[src/hw/abt_regs.svh]
`ifndef ABT_REGS_SVH
`define ABT_REGS_SVH
// ************************************************************
// Register map and field layout
// ************************************************************
`define ABT_ADDR_TIMING 6'h02
`define ABT_ADDR_OVERRIDE 6'h01
`define ABT_TIMING_RESET 16'h0000
`define ABT_OVERRIDE_RESET 16'h0000
`define ABT_EXT_DIS_HI 15
`define ABT_EXT_DIS_LO 14
`define ABT_INT_DIS_HI 13
`define ABT_INT_DIS_LO 8
`define ABT_ON_HI 7
`define ABT_ON_LO 3
`define ABT_BRK_HI 2
`define ABT_BRK_LO 1
`define ABT_PARITY_BIT 0
`define ABT_OVR_HI 15
`define ABT_OVR_LO 8
`define ABT_EMCY_HI 7
`define ABT_EMCY_LO 6
`define ABT_ACT_ON_WRITE_BIT 1
`define ABT_EMCY_CODE 2'h2
// ************************************************************
// Timing
// ************************************************************
`define ABT_CLK_HZ 10000000
`define ABT_MS_PER_S 1000
`define ABT_CYC_PER_MS (`ABT_CLK_HZ / `ABT_MS_PER_S)
`define ABT_ON_BASE_MS 100
`define ABT_ON_STEP_LO_MS 20
`define ABT_ON_BASE_HI_MS 440
`define ABT_ON_STEP_HI_MS 40
`define ABT_ON_SPLIT 5'h10
`define ABT_BRK_SHORT_MS 100
`define ABT_BRK_LONG_MS 200
`endif

[src/hw/abt_pkg.sv]
package abt_pkg;
	typedef enum logic [1:0] {
		ABT_BRK_NONE,
		ABT_BRK_100,
		ABT_BRK_200,
		ABT_BRK_HOLD
	} abt_brake_code_t;
	typedef struct packed {
		logic [1:0] ext_brake_disable;
		logic [5:0] internal_brake_disable;
		logic [4:0] on_code;
		abt_brake_code_t brake_code;
		logic parity;
	} abt_timing_cfg_t;
	typedef struct packed {
		logic valid;
		logic [5:0] addr;
		logic [15:0] data;
	} abt_write_t;
endpackage

[src/hw/abt_timing.sv]
`timescale 1ns/100ps
`include "abt_regs.svh"
// Operation
// [RL1] Writes during a timed actuation apply only to the next actuation.
// [RL2] Timing configuration stays unchanged after an actuation completes.
// [RL3] Bits 15,14 disable ext bridge 2,1 braking; bits 13..8 internal 6..1.
// [RL4] On-time code bits 7..3, brake code bits 2..1, parity bit 0.
// [RL5] Braking starts right when the on-time ends, no idle gap.
// [RL6] Brake every output except overridden or brake-disabled ones.
// [RL7] Braking turns low sides on for the full commanded brake time.
// [RL8] Brake code: 00 none, 01 100 ms, 10 200 ms, 11 100 ms then hold.
// [RL9] In hold braking, no new actuation before the first 100 ms pass.
// [RL10] Host reprograms brake code and retriggers to leave hold braking.
// [RL11] Entering emergency with actuate-on-write clear stops hold braking.
// [RL12] One on-time code serves all outputs of an actuation.
// [RL13] On-time: codes 0..15 are 100+20n ms, 16..31 are 440+40(n-16) ms.
// [RL14] A brake-disabled output is never braked.
// [RL15] Host frames each write as address, data, then parity.
// [RL16] Trigger on enable rise, or on chip-select rise with bit set and enable high; the code takes the enable rise only while the bit is clear.
// [RL17] Emergency only when emergency select equals one-zero.
// [RL18] An override bit holds its output on outside the timed sequence; the code does this only while the enable pin is high.
// [RL19] Durations counted by a millisecond tick from the trigger edge.
module abt_timing #(
	parameter int CYC_PER_MS = `ABT_CYC_PER_MS
) (
	input wire logic mclk,
	input wire logic rst,
	input wire logic clk_en,
	input wire abt_pkg::abt_write_t wr,
	input wire logic cs_rise,
	input wire logic enable_pin,
	output abt_pkg::abt_timing_cfg_t timing_cfg_q,
	output logic [15:0] override_q,
	output logic [7:0] drive_on_q,
	output logic [7:0] low_side_on_q,
	output logic actuating_q,
	output logic braking_q
);
	typedef enum logic [1:0] {ABT_IDLE, ABT_ON, ABT_BRAKE, ABT_HOLD} abt_state_t;

	// ************************************************************
	// Decoders
	// ************************************************************
	function automatic logic [10:0] abt_on_ms(input logic [4:0] code);
		if (code < `ABT_ON_SPLIT) begin
			abt_on_ms = 11'(`ABT_ON_BASE_MS + `ABT_ON_STEP_LO_MS * code); // RL13
		end else begin
			abt_on_ms = 11'(`ABT_ON_BASE_HI_MS + `ABT_ON_STEP_HI_MS * (code - `ABT_ON_SPLIT)); // RL13
		end
	endfunction

	function automatic logic [10:0] abt_brk_ms(input abt_pkg::abt_brake_code_t code);
		unique case (code) // RL8
			abt_pkg::ABT_BRK_NONE: abt_brk_ms = 11'h000;
			abt_pkg::ABT_BRK_200: abt_brk_ms = 11'(`ABT_BRK_LONG_MS);
			abt_pkg::ABT_BRK_100, abt_pkg::ABT_BRK_HOLD: abt_brk_ms = 11'(`ABT_BRK_SHORT_MS);
		endcase
	endfunction

	// ************************************************************
	// Synchronise the enable pin
	// ************************************************************
	logic en_s1_q, en_s2_q, en_s3_q;
	// Reset to the high level, so a pin that is already high at reset gives no false edge.
	always_ff @(posedge mclk) begin
		if (rst) begin
			en_s1_q <= 1'b1;
			en_s2_q <= 1'b1;
			en_s3_q <= 1'b1;
		end else if (clk_en) begin
			en_s1_q <= enable_pin;
			en_s2_q <= en_s1_q;
			en_s3_q <= en_s2_q;
		end
	end
	logic en_rise;
	assign en_rise = en_s2_q & ~en_s3_q;

	// ************************************************************
	// Registers and trigger
	// ************************************************************
	abt_pkg::abt_timing_cfg_t timing_cfg_d;
	logic [15:0] override_d;
	logic trig, emcy_enter, wr_ovr, wr_tim;
	assign wr_tim = wr.valid & (wr.addr == `ABT_ADDR_TIMING);
	assign wr_ovr = wr.valid & (wr.addr == `ABT_ADDR_OVERRIDE);
	// The written value is stored at once; a running actuation keeps its latched copy.
	always_comb begin
		timing_cfg_d = timing_cfg_q; // RL2
		override_d = override_q;
		if (wr_tim) begin
			timing_cfg_d = abt_pkg::abt_timing_cfg_t'(wr.data); // RL4 RL3
		end
		if (wr_ovr) begin
			override_d = wr.data;
		end
	end
	always_comb begin
		trig = 1'b0;
		if (override_q[`ABT_ACT_ON_WRITE_BIT]) begin
			trig = cs_rise & en_s2_q; // RL16
		end else begin
			trig = en_rise; // RL16
		end
	end
	// Emergency entered at any chip-select rise while the override emergency select bits hold one-zero.
	assign emcy_enter = cs_rise &
		(override_q[`ABT_EMCY_HI:`ABT_EMCY_LO] == `ABT_EMCY_CODE); // RL17

	always_ff @(posedge mclk) begin
		if (rst) begin
			timing_cfg_q <= abt_pkg::abt_timing_cfg_t'(`ABT_TIMING_RESET);
			override_q <= `ABT_OVERRIDE_RESET;
		end else if (clk_en) begin
			timing_cfg_q <= timing_cfg_d;
			override_q <= override_d;
		end
	end

	// ************************************************************
	// Sequencer
	// ************************************************************
	abt_state_t state_q, state_d;
	abt_pkg::abt_timing_cfg_t run_q, run_d;
	logic [13:0] pre_q, pre_d;
	logic [10:0] ms_q, ms_d;
	logic tick, ms_done, may_start;
	assign tick = (pre_q == 14'(CYC_PER_MS - 1)); // RL19
	assign ms_done = tick & (ms_q == 11'h001);
	// Hold braking blocks restarts until its first 100 ms are over.
	assign may_start = (state_q == ABT_IDLE) | (state_q == ABT_HOLD); // RL9 RL10

	always_comb begin
		state_d = state_q;
		run_d = run_q;
		pre_d = tick ? 14'h0000 : pre_q + 14'h0001;
		ms_d = tick ? ms_q - 11'h001 : ms_q;
		if (trig & may_start) begin
			run_d = timing_cfg_q; // RL1 RL12
			state_d = ABT_ON;
			pre_d = 14'h0000; // RL19
			ms_d = abt_on_ms(timing_cfg_q.on_code);
		end else if (emcy_enter & ~override_q[`ABT_ACT_ON_WRITE_BIT] & (state_q != ABT_IDLE)) begin
			state_d = ABT_IDLE; // RL11
		end else begin
			unique case (state_q)
				ABT_IDLE: begin
					pre_d = 14'h0000;
				end
				ABT_ON: begin
					if (ms_done) begin
						pre_d = 14'h0000;
						ms_d = abt_brk_ms(run_q.brake_code);
						state_d = (run_q.brake_code == abt_pkg::ABT_BRK_NONE) ? ABT_IDLE : ABT_BRAKE; // RL5
					end
				end
				ABT_BRAKE: begin
					if (ms_done) begin
						state_d = (run_q.brake_code == abt_pkg::ABT_BRK_HOLD) ? ABT_HOLD : ABT_IDLE; // RL8
					end
				end
				ABT_HOLD: begin
					pre_d = 14'h0000;
				end
			endcase
		end
	end
	always_ff @(posedge mclk) begin
		if (rst) begin
			state_q <= ABT_IDLE;
			run_q <= abt_pkg::abt_timing_cfg_t'(`ABT_TIMING_RESET);
			pre_q <= 14'h0000;
			ms_q <= 11'h000;
		end else if (clk_en) begin
			state_q <= state_d;
			run_q <= run_d;
			pre_q <= pre_d;
			ms_q <= ms_d;
		end
	end

	// ************************************************************
	// Output drive
	// ************************************************************
	logic [7:0] ovr, brk_mask, drive_d, low_d;
	logic act_d, brk_d;
	assign ovr = override_q[`ABT_OVR_HI:`ABT_OVR_LO] & {8{en_s2_q}};
	// Drive bits follow the next state, so they change in the same cycle as the status flags.
	assign brk_mask = ~{run_d.ext_brake_disable, run_d.internal_brake_disable} &
		~override_q[`ABT_OVR_HI:`ABT_OVR_LO]; // RL6 RL14
	always_comb begin
		drive_d = ovr; // RL18
		low_d = 8'h00;
		act_d = (state_d == ABT_ON);
		brk_d = (state_d == ABT_BRAKE) | (state_d == ABT_HOLD);
		if (act_d) begin
			drive_d = 8'hFF; // RL12
		end else if (brk_d) begin
			low_d = brk_mask; // RL7
		end
	end
	always_ff @(posedge mclk) begin
		if (rst) begin
			drive_on_q <= 8'h00;
			low_side_on_q <= 8'h00;
			actuating_q <= 1'b0;
			braking_q <= 1'b0;
		end else if (clk_en) begin
			drive_on_q <= drive_d;
			low_side_on_q <= low_d;
			actuating_q <= act_d;
			braking_q <= brk_d;
		end
	end

	// ************************************************************
	// Checks
	// ************************************************************
	a_brake_follows_on: assert property (@(posedge mclk) disable iff (rst) // RL5
		clk_en & (state_q == ABT_ON) & ms_done & ~trig & ~emcy_enter &
		(run_q.brake_code != abt_pkg::ABT_BRK_NONE) |=> state_q == ABT_BRAKE)
		else $error("brake did not follow on-time");
	a_disabled_never_brakes: assert property (@(posedge mclk) disable iff (rst) // RL14
		(low_side_on_q & {run_q.ext_brake_disable, run_q.internal_brake_disable}) == 8'h00)
		else $error("disabled output braked");
	a_run_cfg_stable: assert property (@(posedge mclk) disable iff (rst) // RL1
		(state_q == ABT_ON) & ~trig |=> $stable(run_q))
		else $error("running config changed");
	a_no_restart_brake: assert property (@(posedge mclk) disable iff (rst) // RL9
		(state_q == ABT_BRAKE) & trig & ~emcy_enter |=> state_q != ABT_ON)
		else $error("restart during braking");
	a_cfg_kept: assert property (@(posedge mclk) disable iff (rst) // RL2
		~wr_tim |=> $stable(timing_cfg_q))
		else $error("config changed without write");
	a_emcy_stops_hold: assert property (@(posedge mclk) disable iff (rst) // RL11
		clk_en & (state_q == ABT_HOLD) & emcy_enter & ~trig &
		~override_q[`ABT_ACT_ON_WRITE_BIT] |=> state_q == ABT_IDLE)
		else $error("hold braking not stopped");
	a_trigger_starts: assert property (@(posedge mclk) disable iff (rst) // RL16
		clk_en & trig & (state_q == ABT_IDLE) |=> state_q == ABT_ON)
		else $error("trigger ignored");
	a_on_loads_time: assert property (@(posedge mclk) disable iff (rst) // RL13
		clk_en & trig & may_start |=> ms_q == abt_on_ms($past(timing_cfg_q.on_code)))
		else $error("wrong on-time load");
endmodule

[config.mk]
export PLATFORM = sky130hd
export DESIGN_NAME = abt_timing
export DESIGN_NICKNAME = d
export VERILOG_FILES = /design/src/hw/abt_pkg.sv /design/src/hw/abt_timing.sv
export VERILOG_INCLUDE_DIRS = /design/src /design/src/hw
export SDC_FILE = /design/constraint.sdc
export NUM_CORES = 1
export LEC_CHECK = 0
export BUFFER_PORTS_ARGS = -buffer_cell sky130_fd_sc_hd__buf_2
export CORE_MARGIN = 10
export CORE_UTILIZATION = 47
export DETAILED_ROUTE_END_ITERATION = 12
export GPL_TIMING_DRIVEN = 0
export PLACE_DENSITY_LB_ADDON = 0.12
export SLEW_MARGIN = 40
export SYNTH_ARGS = -nofsm -noshare
export SYNTH_HDL_FRONTEND = slang
export SYNTH_SLANG_ARGS = --single-unit
[constraint.sdc]
create_clock -name mclk -period 7 [get_ports mclk]
set_clock_uncertainty 0.2 [all_clocks]
set_input_delay 0.7 -clock mclk [delete_from_list [all_inputs] [get_ports mclk]]
set_output_delay 0.7 -clock mclk [all_outputs]
set_load 0.01 [all_outputs]
After elaboration in Yosys (flattened, before gate mapping)
Cells that the tools add are included.

operators by class
  reduce and logical (&&, ||, !) cells = 8
  add/sub/neg operators = 5
  multiplexer cells = 24
  eq/ne operators = 14
  bitwise operators = 17
  order comparisons = 1
  $mul = 2

operators with widths
  kind                                                                   number
  11-bit two-way mux                                                     6
  14-bit two-way mux                                                     4
  11-bit case mux with 3 select lines                                    1
  3-bit by 32-bit multiplier with 8-bit output (first input constant)    1
  14-bit case mux with 2 select lines                                    1
  8-bit two-way mux                                                      3
  8-bit AND                                                              2
  16-bit two-way mux                                                     1
  8-bit NOT                                                              2
  14-bit by 1-bit adder with 14-bit output (second input constant)       1
  14-bit == test (second input constant)                                 1
  2-bit == test (second input constant)                                  7
  2-bit two-way mux                                                      6
  7-bit by 10-bit adder with 11-bit output (first input constant)        1
  9-bit by 11-bit adder with 11-bit output (first input constant)        1
  11-bit by 1-bit == test with 1-bit output (second input constant)      1
  11-bit by 1-bit subtractor with 11-bit output (second input constant)  1
  1-bit AND                                                              9
  3-bit by 5-bit multiplier with 8-bit output (first input constant)     1
  2-bit by 1-bit == test with 1-bit output (second input constant)       3
  6-bit by 1-bit == test with 1-bit output (second input constant)       1
  6-bit by 2-bit == test with 1-bit output (second input constant)       1
  2-bit AND reduction                                                    3
  5-bit by 5-bit subtractor with 6-bit output (second input constant)    1
  other kinds (8)                                                        12

word-level totals
  word-level logic and storage cells = 92
  output and inout bits = 50
  bits of input ports = 28
  register bits after elaboration = 96

Depth between registers and ports, before layout
  word-level depth = 10
  gate-level depth with buffers = 10
  mapped depth without buffers = 10

Worst setup path before layout
Ideal clock, no wire load.

  path kind = reg2reg
  start = register timing_cfg_q[7] (netlist bit)
  end = register ms_q[9]
  cell stages (with the launch flop) = 9
  path slack = 4.400 ns
  setup time = 0.074 ns
  data arrival time = 2.326 ns
  buffers on the path = 0
  period minus slack after synthesis = 2.600 ns
  data required time = 6.726 ns
  cell sequence = dfxtp_1 > inv_1 > ha_1 > inv_1 > fa_1 > xor2_1 > nand2_1 > or4_1 > a31oi_1

on the way
  word-level cells in the longest chain between the ends = 5
  elaborated cells on any way between the ends = 8
  classes of those cells = 3 x add/sub; 2 x mul; 1 x order compare; 2 x mux

ends and longest elaborated chain
  what                                                           line               source
  from (decl)                                                    abt_timing.sv:32   output abt_pkg::abt_timing_cfg_t timing_cfg_q,
  from (signal assigned)                                         abt_timing.sv:112  timing_cfg_q <= abt_pkg::abt_timing_cfg_t'(`ABT_TIMING_RESET);
  from (signal assigned)                                         abt_timing.sv:115  timing_cfg_q <= timing_cfg_d;
  5-bit by 5-bit subtractor with 6-bit output (no source line)   -
  3-bit by 32-bit multiplier with 8-bit output (no source line)  -
  9-bit by 11-bit adder with 11-bit output (no source line)      -
  11-bit two-way mux (*)                                         abt_timing.sv:45   if (code < `ABT_ON_SPLIT) begin
  11-bit two-way mux (*)                                         abt_timing.sv:138  if (trig & may_start) begin
  to (signal assigned)                                           abt_timing.sv:178  ms_q <= ms_d;
  to (decl)                                                      abt_timing.sv:126  logic [10:0] ms_q, ms_d;

Every way passes the cells marked *; elsewhere a longest branch is shown, timed or not.
A chain may end at the register's enable or synchronous reset.

Worst setup path in the final report
Ends and elaborated chain as after synthesis.

==> impl_metrics.toml <==
[outcome]
outcome = "finished, final reports clean"

[routing]
ant_nets = 0
wl_per_cell_um = 16.7
finalWirelength_mm = 12.5
vias = 4137
drc_errors = 0
dr.pass1.iters = 5
drt_iter0_drc = 246
vias_per_cell = 5.51

[logic_synthesis]
synth_nets = 578
synth_top_area_cell = "dfxtp_1"
postSynthAreaPerCell_um2 = 8.57
synth_area_leaders = "dfxtp_1 (40%), mux2i_1 (8.4%), a21oi_1 (5.2%)"
yosys-top-cells-count = "dfxtp_1 (90), nor2_1 (60), nand2_1 (49)"
synth_top_area_share_pct = 39.7
syn_area_um2 = 4540
ys_seq_area_share_pct = 39.7
ys_seq_elements = 90
synth_edf_count = 0
async_reset_ff_share_pct = 0
synth.yosys.warnings = 0
synth_cell_types = 55
ys.flop_type = "dfxtp_1"
synth_cells = 530
yosysMostFrequentCell = "dfxtp_1"

[critical_path]
crit_fanout = 7
required_ns = 7.09
startpoint_type = "register"
cp-end-kind = "register"
crit_type = "reg -> reg"
arrival_ns = 2.97

[global_routing]
overflow = 0
gr-usage-all-layers_pct = 17.6
grt_pass1_wl_mm = 20.7
antenna_found_initial = 0
grt_max_degree = 18
grt_pass1_vias = 4104

[layout]
nets = 665
postLayoutCoreUtil_pct = 56.6
syn_to_final_growth_pct = 16.2
fin_area_um2 = 5280
diodes = 0
instances_no_fill = 751
drive_gt1_share_pct = 16.6

[die]
dieArea_um2 = 14000
fp.dieW_um = 118
top_level_ports = 78
rows = 35
start_util_pct = 48.7
core-area_um2 = 9330
fp.dieH_um = 118

[clock_network]
cts_buffers = 9
path_clk_slew_ns = 0.10
cts-root-buf = "clkbuf_8"
cts_tree = "done"
cts_max_level = 3
clk-insertion-delay-late_ns = 0.36
clock_sinks = 90
cts_setup_buffers = 0
ctsResizeCount = 0
cts-hold-fix-buffers = 0
clockBufferDepth = 2

[sta]
final-hold-violation-count = 0
hold_slack_ns = 0.263
fin_crit_ns = 2.88
finalCritPeriodShare_pct = 41.2
setup_slack_ns = 4.12
timing.fmax_mhz = 347
rsz0062_at_grt = "no"
drv_slew = 0
timing.slew.headroom_pct = 54.7
tns_ns = 0
setup_violations = 0
worst_pin_slew_ns = 0.677

[power_and_ir_drop]
leakage_nw = 2.32
vdd_drop_max_uv = 103
p_per_area_nw_per_um2 = 178
power_uw = 942

[placement]
gp_congestion = 0.876
io_buffer_count = 76
placed_area_um2 = 5080
hpwlAfterDp_mm = 9.41
dp_slack_ns = 4.15
placedCellCount = 735

[flow_run]
cap_violations = 0

[min_path]
min_path_type = "reg -> reg"
-- worst paths after layout --
kind                    from       end  slack, ns  cells after the start
min reg2reg         run_q[9]  run_q[9]       0.26                      2
min                 run_q[9]  run_q[9]       0.26                      2
max reg2reg  timing_cfg_q[7]   ms_q[9]       4.12                      8
max          timing_cfg_q[7]   ms_q[9]       4.12                      8
-- critical path: stages (launching register included) --
cell and delay, ns:
dfxtp_1 0.43, inv_1 0.18, ha_1 0.38, inv_1 0.08
fa_1 0.46, xor2_1 0.29, nand2_1 0.11, or4_1 0.48
a31oi_1 0.20
-- routing by layer --
metal | wire, um | GRT usage (%)
met2 | 5750 | 27.6
met4 | 227 | 5.10
met1 | 5750 | 23.3
met5 | 0 | 0
met3 | 788 | 4.57
-- kinds of logic (layout without fill, tap and decap cells) --
logic type / Yosys count / in the layout / synth area share (%)
buf+inv: 53 / 145 / 4.49
compound gates: 103 / 103 / 14.1
simple gates: 202 / 202 / 22.9
flops: 90 / 90 / 39.7
mux: 39 / 39 / 8.62
xor+xnor: 23 / 23 / 4.43
fa+ha+maj: 20 / 20 / 5.84
-- power breakdown --
| group | switching [mW] | total (mW) | leakage (nW) | internal [mW] |
|---|---|---|---|---|
| registers | 0.00529 | 0.523 | 0.727 | 0.518 |
| clock network | 0.206 | 0.353 | 0.0973 | 0.147 |
| logic | 0.0431 | 0.0659 | 1.49 | 0.0228 |
-- area by class of cell --
class	count	area, um^2
fill	917	4050
multi-input combinational	387	2540
tap	129	161
timing repair buffer	76	380
inverter	26	97.6
clock buffer	10	138
clock inverter	6	56.3
buffer	27	106
sequential	90	1800
-- state kept, by name (all words and copies together), names as in the netlist --
name	cells
run_q	10
drive_on_q	8
en_s1_q	1
actuating_q	1
pre_q	14
override_q	16
low_side_on_q	8
timing_cfg_q	16
braking_q	1
en_s2_q	1
state_q	2
ms_q	11
en_s3_q	1
-- cells in the final DEF, fill, tap and decap left out, types with 9 or more instances in the layout --
cell / instances
dfxtp_1: 90
buf_2: 80
nor2_1: 60
nand2_1: 49
a21oi_1: 47
mux2i_1: 38
inv_1: 25
clkbuf_1: 21
xor2_1: 18
ha_1: 18
nand3_1: 14
or4_1: 13
nand4_1: 12
and3_1: 12
clkbuf_8: 10
or3_1: 9
o32ai_1: 9
o21ai_0: 9
(Power assumes the default switching activity.)
